[src/dxc_pkg.sv]
package dxc_pkg;
    // i/o port addresses (16-bit i/o space)
    localparam logic [15:0] PORT_FUNC      = 16'h0018;
    localparam logic [15:0] PORT_RSVD_A    = 16'h0019;
    localparam logic [15:0] PORT_EXEC      = 16'h001A;
    localparam logic [15:0] PORT_RSVD_B    = 16'h001B;
    // function byte fields
    localparam int          CMD_MSB        = 7;
    localparam int          CMD_LSB        = 4;
    localparam int          CHAN_MSB       = 2;
    localparam int          CHAN_LSB       = 0;
    // command codes
    localparam logic [3:0]  CMD_IOADDR     = 4'h0;
    localparam logic [3:0]  CMD_MADDR_WR   = 4'h2;
    localparam logic [3:0]  CMD_MADDR_RD   = 4'h3;
    localparam logic [3:0]  CMD_COUNT_WR   = 4'h4;
    localparam logic [3:0]  CMD_COUNT_RD   = 4'h5;
    localparam logic [3:0]  CMD_STATUS_RD  = 4'h6;
    localparam logic [3:0]  CMD_MODE       = 4'h7;
    localparam logic [3:0]  CMD_ARB        = 4'h8;
    localparam logic [3:0]  CMD_MASK_SET   = 4'h9;
    localparam logic [3:0]  CMD_MASK_CLR   = 4'hA;
    localparam logic [3:0]  CMD_MCLEAR     = 4'hD;
    // reset values and limits
    localparam logic [7:0]  FUNC_RST       = 8'h00;
    localparam logic [3:0]  ARB_RSVD       = 4'hF;
    localparam logic [3:0]  ARB0_RST       = 4'h0;
    localparam logic [3:0]  ARB4_RST       = 4'h4;
    localparam logic [7:0]  MASK_RST       = 8'hFF;
    localparam logic [1:0]  PTR_RST        = 2'h0;
    localparam logic [2:0]  ARB_CH_LO      = 3'h0;
    localparam logic [2:0]  ARB_CH_HI      = 3'h4;
endpackage

[src/dxc_ptr.sv]
`timescale 1ns/1ns
// byte pointer: cleared on function write, steps on each execute access
module dxc_ptr (
    // clock and reset
    input  wire logic       mclk,
    input  wire logic       rstn,
    // control
    input  wire logic       clr,
    input  wire logic       step,
    // pointer
    output logic [1:0]      ptr
);
    import dxc_pkg::*;

    logic [1:0] next_ptr;

    // clear has priority, a new function byte restarts the sequence
    always_comb begin
        next_ptr = ptr;
        if (clr) begin
            next_ptr = PTR_RST;
        end else if (step) begin
            next_ptr = ptr + 2'h1;
        end
    end

    always_ff @(posedge mclk) begin
        if (!rstn) begin
            ptr <= PTR_RST;
        end else begin
            ptr <= next_ptr;
        end
    end

    a_ptr_clear: assert property (@(posedge mclk) disable iff (!rstn)
        clr |=> ptr == PTR_RST) else $error("byte pointer not cleared");
    a_ptr_step: assert property (@(posedge mclk) disable iff (!rstn)
        (step && !clr) |=> ptr == $past(ptr) + 2'h1) else $error("byte pointer not stepped");
endmodule // dxc_ptr

[src/dxc_top.sv]
`timescale 1ns/1ns
module dxc_top (
    // clock and reset
    input  wire logic        mclk,
    input  wire logic        rstn,
    // system i/o cycle, one-cycle strobes
    input  wire logic [15:0] io_addr,
    input  wire logic        io_wr,
    input  wire logic        io_rd,
    input  wire logic [7:0]  io_wdata,
    output logic [7:0]       io_rdata,
    // channel state toward the transfer engine
    input  wire logic [7:0]  chan_tc,
    input  wire logic [7:0]  chan_req,
    output logic [7:0]       chan_mask,
    output logic [3:0]       arb_level_ch0,
    output logic [3:0]       arb_level_ch4,
    output logic [7:0]       chan_mode [8],
    output logic [23:0]      chan_maddr [8],
    output logic [15:0]      chan_ioaddr [8],
    output logic [15:0]      chan_count [8]
);
    import dxc_pkg::*;

    logic [7:0]  func;
    logic [1:0]  ptr;
    logic [7:0]  status_lo;
    logic [7:0]  status_hi;
    logic [7:0]  next_func;
    logic [7:0]  next_mask;
    logic [3:0]  next_arb0;
    logic [3:0]  next_arb4;
    logic [7:0]  next_mode [8];
    logic [23:0] next_maddr [8];
    logic [15:0] next_ioaddr [8];
    logic [15:0] next_count [8];
    logic [7:0]  next_status_lo;
    logic [7:0]  next_status_hi;
    logic [7:0]  next_rdata;
    logic        func_wr;
    logic        exec;
    logic [3:0]  cmd;
    logic [2:0]  ch;

    // replace byte idx of a register with a new value
    function automatic logic [23:0] put_byte(input logic [23:0] v, input logic [1:0] idx,
                                             input logic [7:0] b);
        logic [23:0] r;
        r = v;
        case (idx)
            2'h0: r[7:0] = b;
            2'h1: r[15:8] = b;
            2'h2: r[23:16] = b;
            default: r = v;
        endcase
        return r;
    endfunction

    // pick byte idx, beyond the register width reads zero
    function automatic logic [7:0] get_byte(input logic [23:0] v, input logic [1:0] idx);
        logic [7:0] r;
        r = 8'h00;
        case (idx)
            2'h0: r = v[7:0];
            2'h1: r = v[15:8];
            2'h2: r = v[23:16];
            default: r = 8'h00;
        endcase
        return r;
    endfunction

    // port decode; 0019 and 001B fall through untouched
    assign func_wr = io_wr && (io_addr == PORT_FUNC);
    assign exec    = (io_wr || io_rd) && (io_addr == PORT_EXEC);
    assign cmd     = func[CMD_MSB:CMD_LSB];
    assign ch      = func[CHAN_MSB:CHAN_LSB];

    dxc_ptr u_ptr (
        .mclk (mclk),
        .rstn (rstn),
        .clr  (func_wr),
        .step (exec),
        .ptr  (ptr)
    );

    // register file next state
    always_comb begin
        next_func      = func;
        next_mask      = chan_mask;
        next_arb0      = arb_level_ch0;
        next_arb4      = arb_level_ch4;
        next_mode      = chan_mode;
        next_maddr     = chan_maddr;
        next_ioaddr    = chan_ioaddr;
        next_count     = chan_count;
        next_rdata     = io_rdata;
        // status bits collect events; read clear loses to a new event
        next_status_lo = status_lo | {chan_req[3:0], chan_tc[3:0]};
        next_status_hi = status_hi | {chan_req[7:4], chan_tc[7:4]};
        if (func_wr) begin
            next_func    = io_wdata;
            next_func[3] = 1'b0;
            // direct commands act on the function byte itself
            case (io_wdata[CMD_MSB:CMD_LSB])
                CMD_MASK_SET: next_mask[io_wdata[CHAN_MSB:CHAN_LSB]] = 1'b1;
                CMD_MASK_CLR: next_mask[io_wdata[CHAN_MSB:CHAN_LSB]] = 1'b0;
                CMD_MCLEAR:   next_mask = MASK_RST;
                default:      next_mask = chan_mask;
            endcase
        end else if (exec) begin
            case (cmd)
                CMD_IOADDR: begin
                    if (io_wr && ptr < 2'h2)
                        next_ioaddr[ch] = 16'(put_byte({8'h00, chan_ioaddr[ch]}, ptr,
                                                       io_wdata)); // drop padding byte
                    next_rdata = get_byte({8'h00, chan_ioaddr[ch]}, ptr);
                end
                CMD_MADDR_WR: begin
                    if (io_wr)
                        next_maddr[ch] = put_byte(chan_maddr[ch], ptr, io_wdata);
                end
                CMD_MADDR_RD: next_rdata = get_byte(chan_maddr[ch], ptr);
                CMD_COUNT_WR: begin
                    if (io_wr && ptr < 2'h2)
                        next_count[ch] = 16'(put_byte({8'h00, chan_count[ch]}, ptr, io_wdata));
                end
                CMD_COUNT_RD: next_rdata = get_byte({8'h00, chan_count[ch]}, ptr);
                CMD_STATUS_RD: begin
                    if (io_rd) begin
                        next_rdata = ch[2] ? status_hi : status_lo;
                        if (ch[2])
                            next_status_hi = {chan_req[7:4], chan_tc[7:4]};
                        else
                            next_status_lo = {chan_req[3:0], chan_tc[3:0]};
                    end
                end
                CMD_MODE: begin
                    if (io_wr)
                        next_mode[ch] = io_wdata;
                    next_rdata = chan_mode[ch];
                end
                CMD_ARB: begin
                    // only bits 3..0 kept; other channels write nothing and read the channel 0 level
                    if (io_wr && ch == ARB_CH_LO)
                        next_arb0 = io_wdata[3:0];
                    if (io_wr && ch == ARB_CH_HI)
                        next_arb4 = io_wdata[3:0];
                    next_rdata = {4'h0, (ch == ARB_CH_HI) ? arb_level_ch4 : arb_level_ch0};
                end
                default: next_rdata = 8'h00;
            endcase
        end
    end

    // registers; system reset masks every channel
    always_ff @(posedge mclk) begin
        if (!rstn) begin
            func          <= FUNC_RST;
            chan_mask     <= MASK_RST;
            arb_level_ch0 <= ARB0_RST;
            arb_level_ch4 <= ARB4_RST;
            status_lo     <= 8'h00;
            status_hi     <= 8'h00;
            io_rdata      <= 8'h00;
            for (int i = 0; i < 8; i++) begin
                chan_mode[i]   <= 8'h00;
                chan_maddr[i]  <= 24'h000000;
                chan_ioaddr[i] <= 16'h0000;
                chan_count[i]  <= 16'h0000;
            end
        end else begin
            func          <= next_func;
            chan_mask     <= next_mask;
            arb_level_ch0 <= next_arb0;
            arb_level_ch4 <= next_arb4;
            status_lo     <= next_status_lo;
            status_hi     <= next_status_hi;
            io_rdata      <= next_rdata;
            chan_mode     <= next_mode;
            chan_maddr    <= next_maddr;
            chan_ioaddr   <= next_ioaddr;
            chan_count    <= next_count;
        end
    end

    a_func_rsvd_zero: assert property (@(posedge mclk) disable iff (!rstn)
        func[3] == 1'b0) else $error("function bit 3 not zero");
    a_mask_set: assert property (@(posedge mclk) disable iff (!rstn)
        (func_wr && io_wdata[7:4] == CMD_MASK_SET) |=> chan_mask[$past(io_wdata[2:0])])
        else $error("mask set missed");
    a_mask_clr: assert property (@(posedge mclk) disable iff (!rstn)
        (func_wr && io_wdata[7:4] == CMD_MASK_CLR) |=> !chan_mask[$past(io_wdata[2:0])])
        else $error("mask clear missed");
    a_master_clear: assert property (@(posedge mclk) disable iff (!rstn)
        (func_wr && io_wdata[7:4] == CMD_MCLEAR) |=> chan_mask == MASK_RST)
        else $error("master clear missed");
    a_arb0_write: assert property (@(posedge mclk) disable iff (!rstn)
        (exec && io_wr && !func_wr && cmd == CMD_ARB && ch == ARB_CH_LO)
        |=> arb_level_ch0 == $past(io_wdata[3:0])) else $error("arb level 0 not loaded");
    a_arb4_write: assert property (@(posedge mclk) disable iff (!rstn)
        (exec && io_wr && cmd == CMD_ARB && ch == ARB_CH_HI)
        |=> arb_level_ch4 == $past(io_wdata[3:0])) else $error("arb level 4 not loaded");
    a_status_clear: assert property (@(posedge mclk) disable iff (!rstn)
        (exec && io_rd && cmd == CMD_STATUS_RD && !ch[2] && $past(chan_tc) == 8'h00
         && chan_tc == 8'h00 && chan_req == 8'h00) |=> status_lo == 8'h00)
        else $error("status not cleared by read");
    a_rsvd_port: assert property (@(posedge mclk) disable iff (!rstn)
        (io_addr == PORT_RSVD_A || io_addr == PORT_RSVD_B) |=> $stable(chan_mask)
        && $stable(arb_level_ch0) && $stable(func)) else $error("reserved port had effect");
    a_rd_status: assert property (@(posedge mclk) disable iff (!rstn)
        (exec && io_rd && cmd == CMD_STATUS_RD && ch[2]) |=> io_rdata == $past(status_hi))
        else $error("status read data wrong");
endmodule // dxc_top

[config.mk]
export PLATFORM = sky130hd
export DESIGN_NAME = dxc_top
export DESIGN_NICKNAME = d
export VERILOG_FILES = /design/src/dxc_pkg.sv /design/src/dxc_ptr.sv /design/src/dxc_top.sv
export SDC_FILE = /design/constraint.sdc
export NUM_CORES = 1
export LEC_CHECK = 0
export ABC_AREA = 1
export ABC_CLOCK_PERIOD_IN_PS = 2900
export BUFFER_PORTS_ARGS = -buffer_cell sky130_fd_sc_hd__buf_2
export CAP_MARGIN = 20
export CELL_PAD_IN_SITES_DETAIL_PLACEMENT = 2
export CELL_PAD_IN_SITES_GLOBAL_PLACEMENT = 2
export CORE_UTILIZATION = 29
export CTS_BUF_LIST = sky130_fd_sc_hd__clkbuf_4 sky130_fd_sc_hd__clkbuf_8 sky130_fd_sc_hd__clkbuf_16
export DETAILED_ROUTE_END_ITERATION = 7
export PLACE_DENSITY_LB_ADDON = 0.1
export SLEW_MARGIN = 20
export SYNTH_ARGS = -nofsm -noshare
export SYNTH_HDL_FRONTEND = slang
export SYNTH_SLANG_ARGS = --single-unit
export TNS_END_PERCENT = 20
[constraint.sdc]
create_clock -name mclk -period 2.9 [get_ports mclk]
set_clock_uncertainty 0.2 [all_clocks]
set_input_delay 0.145 -clock mclk [delete_from_list [all_inputs] [get_ports mclk]]
set_output_delay 0.145 -clock mclk [all_outputs]
set_load 0.005 [all_outputs]
== After elaboration in Yosys (flattened, before gate mapping) ==
Index checks and enable logic that the tools add are counted.

* Bits in latches: 0
* Word-level logic and storage cells: 170
* ROM bits: 0
* Input port bits: 44
* Bits in registers: 561
* Output and inout port bits: 536
* Memories kept: 0
* Memory bits (writable): 0

* Shifts and indexed selects: 0
* Reductions and logical operators: 22
* Equal/unequal tests: 16
* Div/mod/pow operators: 0
* Multiplexer cells: 77
* $lt $le $gt $ge: 5
* Multiply operators: 0
* Bitwise gates (word level): 9
* Add/subtract/negate cells: 1

{| class="wikitable"
|+ Operator list
! cell !! count
|-
| two-way mux 8 bit || 50
|-
| bitwise mux 128 bit || 2
|-
| bitwise mux 192 bit || 1
|-
| binary-select mux 16 bit (select 3 bit) || 2
|-
| two-way mux 16 bit || 5
|-
| binary-select mux 24 bit (select 3 bit) || 1
|-
| demux 24 bit (select 3 bit) || 1
|-
| two-way mux 24 bit || 3
|-
| bitwise mux 64 bit || 1
|-
| one-hot mux 8 bit (7 select lines) || 1
|-
| demux 16 bit (select 3 bit) || 1
|-
| one-hot mux 8 bit (3 select lines) || 2
|-
| equality test 16 x 5 -> 1 bit (second input constant) || 2
|-
| one-hot mux 8 bit (2 select lines) || 2
|-
| AND reduction 4 bit || 7
|-
| binary-select mux 8 bit (select 3 bit) || 1
|-
| demux 8 bit (select 3 bit) || 1
|-
| bitwise OR 8 bit || 3
|-
| equality test 4 x 3 -> 1 bit (second input constant) || 4
|-
| equality test 4 bit (second input constant) || 4
|-
| AND 8 bit || 1
|-
| equality test 4 x 2 -> 1 bit (second input constant) || 2
|-
| NOT 8 bit || 1
|-
| logical AND 1 bit || 7
|-
| 22 further kinds || 25
|}

== Longest topological paths before layout ==
Gate-level depths: netlist (run 1).

* Depth in word-level cells: 10
* Depth in mapped cells: 15
* Mapped depth without buffers: 13

== Hierarchy ==
Synthesis (run 1) repeated with hierarchy kept, for this count alone.

* Cells, all modules: 4176
* Area, all modules: 26918.3 µm²

{| class="wikitable"
|+ Modules (own cells, without submodules)
! module !! seq. area each (µm²) !! cells an instance !! area an instance (µm²) !! times used
|-
| dxc_top || 11190.7 || 4161 || 26817.0 || 1
|-
| dxc_ptr || 40.0 || 15 || 101.3 || 1
|}

== Least setup slack after synthesis (run 1) ==
No wires, ideal clock.

* Path kind: register to register
* Start: register func[1]
* End: register chan_maddr[78] in the netlist's numbering
* Buffers on the path: 4
* Data required time: 2.587 ns
* Cell stages (with the launch flop): 11
* Library setup time: 0.113 ns
* Setup slack: 0.865 ns
* Period minus slack after synthesis: 2.035 ns
* Data arrival time: 1.721 ns
* Cells stage by stage: dfxtp_1 buf_2 clkinv_1 nand2_1 nor2_1 buf_2 buf_2 nand2_4 clkbuf_1 nor2_1 nor2_1

* Longest elaborated chain between the ends: 10
* Elaborated cells between the ends (all ways): 15
* Classes of those cells: 2 x order compare; 11 x mux; 1 x bitwise; 1 x reduce/logical

{| class="wikitable"
|+ Ends and longest elaborated chain
! what !! RTL line !! text
|-
| start, declared || dxc_top.sv:25 || <nowiki>logic [7:0] func;</nowiki>
|-
| start signal, assigned || dxc_top.sv:172 || <nowiki>func <= next_func;</nowiki>
|-
| NOT 3 -> 4 bit (not written as such) * || dxc_top.sv:120 || <nowiki>next_maddr[ch] = put_byte(chan_maddr[ch], ptr, io_wdata);</nowiki>
|-
| binary-select mux 24 bit (select 3 bit) || dxc_top.sv:120 ||
|-
| two-way mux 24 bit (not written as such) (2 in a row) || dxc_top.sv:120 ||
|-
| two-way mux 8 bit || dxc_top.sv:50 || <nowiki>case (idx)</nowiki>
|-
| two-way mux 8 bit || dxc_top.sv:119 || <nowiki>if (io_wr)</nowiki>
|-
| two-way mux 8 bit || dxc_top.sv:111 || <nowiki>case (cmd)</nowiki>
|-
| two-way mux 8 bit || dxc_top.sv:110 || <nowiki>end else if (exec) begin</nowiki>
|-
| two-way mux 8 bit || dxc_top.sv:100 || <nowiki>if (func_wr) begin</nowiki>
|-
| bitwise mux 192 bit * || dxc_top.sv:120 ||
|-
| end signal, assigned || dxc_top.sv:180 || <nowiki>chan_maddr <= next_maddr;</nowiki>
|-
| end, declared || dxc_top.sv:19 || <nowiki>output logic [23:0] chan_maddr [8],</nowiki>
|}

Mark *: on every way between the ends. The rest lies on a longest branch, timed or not. The select of a mux whose other input is x is not followed.
A chain may end at the register's enable or synchronous reset.

== Worst setup path in the final report (run 1) ==
* Start: register func[1]
* End: register chan_maddr[128] in the netlist's numbering

The elaborated chain is that of the path after synthesis.

==> results of run 1 <==
sequential cells by signal (all words and copies together), names as in the netlist:
register and count:
chan_maddr 192, status_hi 8, arb_level_ch4 4, u_ptr.ptr 2, status_lo 8, chan_count 128, chan_mode 64, chan_mask 8
chan_ioaddr 128, io_rdata 8, arb_level_ch0 4, func 7
cells in the mapped netlist, types with 9 or more instances:
| cell type | count | area [um^2] |
|---|---|---|
| inv_2 | 11 | 41.3 |
| buf_2 | 62 | 310 |
| nand4_1 | 77 | 482 |
| buf_6 | 44 | 495 |
| nor2_1 | 608 | 2280 |
| clkinv_2 | 9 | 45.0 |
| nand3_2 | 15 | 150 |
| nand3_1 | 288 | 1440 |
| dfxtp_1 | 561 | 11200 |
| nand2_1 | 1982 | 7440 |
| o21ai_0 | 11 | 55.1 |
| a21oi_1 | 303 | 1520 |
| clkbuf_1 | 125 | 469 |
| buf_1 | 36 | 135 |
| inv_1 | 542 | 2030 |
final timing paths:
check               start         endpoint  slack [ns]  depth (start not counted)
max               func[1]  chan_maddr[128]        0.13                         10
min           io_addr[12]   chan_maddr[57]        0.04                          7
max reg2reg       func[1]  chan_maddr[128]        0.13                         10
min reg2reg  status_lo[1]     status_lo[1]        0.27                          2
through the flow:
stage,cell area [um^2],setup WS [ns],power [W]
after floorplan,28600,0.865,0.00812
after global placement,33200,0.105,0.00833
after detailed placement,33200,0.0602,0.00834
after CTS,36000,0.0611,0.0177
after global routing,36000,0.00103,0.0181
final,36000,0.131,0.0176
layout make-up:
type	instances	area (um^2)	area share [%]
multi-input combinational	3336	13900	38.6
sequential	561	11200	31.2
timing repair buffer	753	4690	13.0
clock buffer	109	2240	6.22
inverter	565	2140	5.96
tap	1276	1600	4.43
clock inverter	18	179	0.497
antenna	2	5.00	0.0139
power breakdown:
part           switching (W)  internal (W)
Sequential        0.00000952       0.00772
Combinational       0.000371      0.000115
Clock                0.00379       0.00559
Total                0.00417        0.0134
logic make-up after synthesis:
| logic type | after synthesis | synth area share (%) |
|---|---|---|
| AND/OR/NAND/NOR | 3002 | 42.2 |
| buffers and inverters | 834 | 12.5 |
| flip-flops | 561 | 39.3 |
| AO/OA/AOI/OAI | 330 | 5.88 |
| adder cells (fa/ha/maj) | 4 | 0.175 |
routing by layer:
metal  vias to the layer above  part of all wire [%]  GRT usage [%]  routed length, um
li1                      15400                     -              -                  -
met4                         0                   3.7           10.8               5890
met2                       908                    48           54.2              77300
met1                     16800                    44           40.9              71200
met5                         -                     0              0                  0
met3                       241                   4.2           3.50               6710
layout by cell type (no fill, tap or decap), types with 36 or more instances in the layout:
cell type	instances
clkbuf_16	75
inv_1	540
nand3_1	288
dlygate4sd3_1	36
buf_4	107
nor2_1	602
nand2_1	1978
buf_2	578
nand4_1	77
dfxtp_1	558
a21oi_1	303
critical path, stage by stage, from the launching register on:
cell and delay [ns]:
dfxtp_2 0.52, buf_4 0.42, buf_4 0.33, nand4_1 0.13
nand2_1 0.12, nor2_1 0.05, nand2_1 0.13, nand2_1 0.07
nand2_1 0.46, nor2_1 0.11, nor2_1 0.13
timing repair:
item                                   in CTS  in global routing
endpoints found under the hold margin     121                  0
hold buffers                               36                  0
setup endpoints to repair                   0                 12
resized for setup                           0                  5
==> results.ini, run 1 <==
[final_layout]
nets=5337
area_growth_pct=25.8
drive_gt1_share_pct=17.2
nFillCells=12200
post-route-util_pct=37.0
final_cells=6620

[global_route]
grt_pass1_vias=34200
grt_pass1_wl_um=234000
grt_max_degree=157
antenna_found_initial=0
grt-ovfl-total=0
grt_usage_pct=31.6

[place]
dpl.cell_count=6455
io_buffers=579
place_hpwl_um=116000
globalplace.congestion=0.837

[cts]
clk_pin_slew_worst_paths_ns=0.06
cts_tree=done
htree_levels=3
clk_latency_ns=0.65
clockBufferDepth=3
cts_root_buffer=clkbuf_16
cts_setup_buffers=0
cts_sinks=561
cts_buffers=72

[floorplanning]
fp-row-count=114
start_util_pct=29.4
die_w_um=316
die_y_um=316
die_area_mm2=0.0999
core_area_mm2=0.0973
io_pins=580

[setup_path]
cp-start-kind=register
cp-end-kind=register
criticalPathCategory=reg -> reg
arrival_ns=3.14
critPathMaxFanout=17
crit_required_ns=3.27

[synthesis]
yosysSeqAreaShare_pct=39.3
async_flop_share_pct=0
synth_flop_cell=dfxtp_1
syn_area_mm2=0.0286
syn_nets=4779
synth_cell_types=35
synth_edf_count=0
synth_cells=4731
postSynthAreaPerCell_um2=6.05
yosys_register_bits=561
ys_warn_count=0

[job]
drv_cap=0

[route]
vias=33400
wl_per_cell_um=24.3
drt_first_pass_iters=5
drc=0
ant_nets=0
first_iter_violations=2061
wl_um=161000
via_per_inst=5.04

[sta]
relSlewSlack_pct=41.5
setup_violations=0
worstMarginPinSlew_ns=0.878
fin_crit_ns=2.77
rsz0062_at_grt=false
fmax_mhz=361
hold_viol_final=0
min_period_over_period_pct=95.5
tns_ns=0
slew_viol_final=0
holdWs_ns=0.0442

[hold_path]
hold_class=in -> reg

[power_and_ir_drop]
p_leak_nw=18.9
power_density_mw_per_mm2=489
peakVddDrop_uv=292

[run_status]
status=finished, final reports clean

(Power assumes the default switching activity.)
==> run 2: changes to the inputs <==
==> constraint.sdc (replaced) <==
create_clock -name mclk -period 2.9 [get_ports mclk]
set_clock_uncertainty 0.2 [all_clocks]
set_input_delay 0 -clock mclk [delete_from_list [all_inputs] [get_ports mclk]]
set_output_delay 0 -clock mclk [all_outputs]
set_load 0.005 [all_outputs]
==> run 2 against run 1 <==
Compared with the run above: critical path depth down 1; cell area up 1.4%; critical endpoint is now u_ptr.ptr[1]; largest cell class unchanged; sequential power about the same; critical path type is now in -> reg; flip-flop and latch count unchanged; count of clock-buffer cells in the layout down 3; global-route usage up 0.60 points.
==> results.ini, run 2 (synthesized netlist as in run 1, its figures left out) <==
[place]
dpl.cell_count=6447  ; -0.12%
io_buffers=579  ; unchanged
place_hpwl_um=116000  ; about the same
postPlaceCellArea_mm2=0.0332  ; about the same
globalplace.congestion=0.836  ; -0.12%

[final_layout]
top_register=chan_maddr
nets=5372  ; +0.66%
fin_area_mm2=0.0365  ; +1.4%
final_cells=6660  ; +0.60%
largest_register_ff_count=192  ; unchanged
drive_gt1_share_pct=17.0  ; -0.23 points
layout_common_cells=nand2_1, nor2_1, buf_2
largestRegisters=chan_maddr (192), chan_count (128), chan_ioaddr (128)
area_growth_pct=27.6
nFillCells=12100  ; -0.57%
layout_commonest_cell=nand2_1

[cts]
cts_sinks=561  ; unchanged
htree_levels=3  ; unchanged
cts_buffers=73  ; +1.4%
clk_latency_ns=0.66  ; about the same
cts_tree=done
clockBufferDepth=3  ; unchanged
clk_pin_slew_worst_paths_ns=0.06  ; about the same
cts_root_buffer=clkbuf_16

[global_route]
grt_pass1_wl_um=239000  ; +2.3%
grt_usage_pct=32.2  ; +0.60 points
grt_max_degree=122  ; -22%
grt-ovfl-total=0  ; unchanged
grt_pass1_vias=35100  ; +2.4%
antenna_found_initial=5  ; +5

[route]
ant_nets=0  ; unchanged
wl_per_cell_um=24.6  ; +1.2%
drc=0  ; unchanged
drt_first_pass_iters=5  ; unchanged
first_iter_violations=1960  ; -4.9%
vias=33800  ; +1.4%
via_per_inst=5.08  ; +0.82%
wl_um=164000  ; +1.8%

[job]
drv_cap=0  ; unchanged

[sta]
fmax_mhz=345  ; -4.4%
setup_violations=0  ; unchanged
slew_viol_final=0  ; unchanged
hold_viol_final=0  ; unchanged
rsz0062_at_grt=true
worstMarginPinSlew_ns=0.834  ; -0.0442 ns
relSlewSlack_pct=44.0  ; +2.6 points
min_period_over_period_pct=99.9  ; +4.4 points
fin_crit_ns=2.90  ; +0.127 ns
tns_ns=0  ; unchanged

[setup_path]
crit_required_ns=3.23  ; -0.04 ns
arrival_ns=3.22  ; +0.08 ns
critPathMaxFanout=3  ; -14
criticalPathCategory=in -> reg
cp-end-kind=register
cp-start-kind=input port

[power_and_ir_drop]
p_leak_nw=19.1  ; +1.1%
switchingPower_w=0.00434  ; +4.1%
power_density_mw_per_mm2=492  ; +0.59%
p_int_w=0.0136  ; +1.4%
seqPwrFrac_pct=43.1  ; -0.8 points
switching_share_pct=24.2  ; +0.49 points
clockPowerShare_pct=53.9  ; +0.6 points
power_frac_comb_pct=3.0  ; +0.2 points
peakVddDrop_uv=301  ; +3.2%

[floorplanning]
core_area_mm2=0.0973  ; unchanged
io_pins=580  ; unchanged
start_util_pct=29.4  ; unchanged
fp-row-count=114  ; unchanged
die_area_mm2=0.0999  ; unchanged
die_y_um=316  ; unchanged
die_w_um=316  ; unchanged

[hold_path]
hold_class=in -> reg

[run_status]
status=finished, final reports clean

[run 2: cell types whose count changed in the layout (fill, tap and decap cells not counted), sizes merged]
cell,before,now
clkbuf,109,106
diode,2,5
clkinv,22,25
clkinvlp,1,2
buf,717,710
dlygate4sd3,36,76
bufinv,3,5
dlymetal6s4s,0,1
[run 2: metrics by stage]
stage	setup slack, ns	hold WS [ns]	utilization (%)	total power [W]
2_1_floorplan	0.865	-0.0660	-	0.00812
3_3_place_gp	0.238	0.0447	34.1	0.00833
6_report	0.00330	0.0758	37.5	0.0179
4_1_cts	0.0901	0.0197	37.5	0.0181
3_5_place_dp	0.167	0.0468	34.1	0.00834
5_1_grt	-0.0350	0.0976	37.5	0.0184
[run 2: worst paths after layout]
check / from / to / slack [ns] / cells past startpoint
max: io_addr[12] / u_ptr.ptr[1] / 0.003 / 9
max reg2reg: func[2] / chan_maddr[182] / 0.12 / 10
min reg2reg: io_rdata[4] / io_rdata[4] / 0.27 / 2
min: io_addr[3] / chan_maddr[57] / 0.08 / 8
[run 2: final cells by class]
cell class	instances	area [um^2]	area share, %
well taps	1276	1600	4.37
repair buffers	787	5120	14.0
clock inverters	24	295	0.809
inverters	565	2140	5.87
flip-flops and latches	561	11200	30.8
diodes	5	12.5	0.0343
clock buffers	106	2200	6.03
multi-input cells	3336	13900	38.1
[run 2: what timing repair did]
action / in CTS / in global routing
hold endpoints to repair: 354 / 0
gates resized for setup: 0 / 5
hold buffers: 77 / 0
setup endpoints to repair: 0 / 25
buffers inserted: 0 / 1
[run 2: worst max-delay path: stages]
cell	delay [ns]
dlygate4sd3_1	0.56
buf_2	0.16
nor4_4	0.31
dlygate4sd3_1	0.65
nand4_2	0.21
nand2_1	0.13
dlygate4sd3_1	0.56
a21oi_1	0.07
dlygate4sd3_1	0.56
[run 2: power by group through the flow]
| stage | Sequential [W] | Combinational, W | Clock, W |
|---|---|---|---|
| finish | 0.00773 | 0.000539 | 0.00967 |
| global route | 0.00773 | 0.000565 | 0.0101 |
| CTS | 0.00773 | 0.000518 | 0.00983 |
| detailed placement | 0.00790 | 0.000437 | 0 |
| global placement | 0.00790 | 0.000435 | 0 |
| floorplan | 0.00790 | 0.000224 | 0 |
[run 2: per-layer routing]
layer  GRT usage (%)  routed length (um)  vias to the layer above
met1            41.6               72300                    17100
li1                -                   -                    15500
met2            54.7               78500                      906
met4            12.2                6150                        0
met3            3.73                7040                      256
met5               0                   0                        -
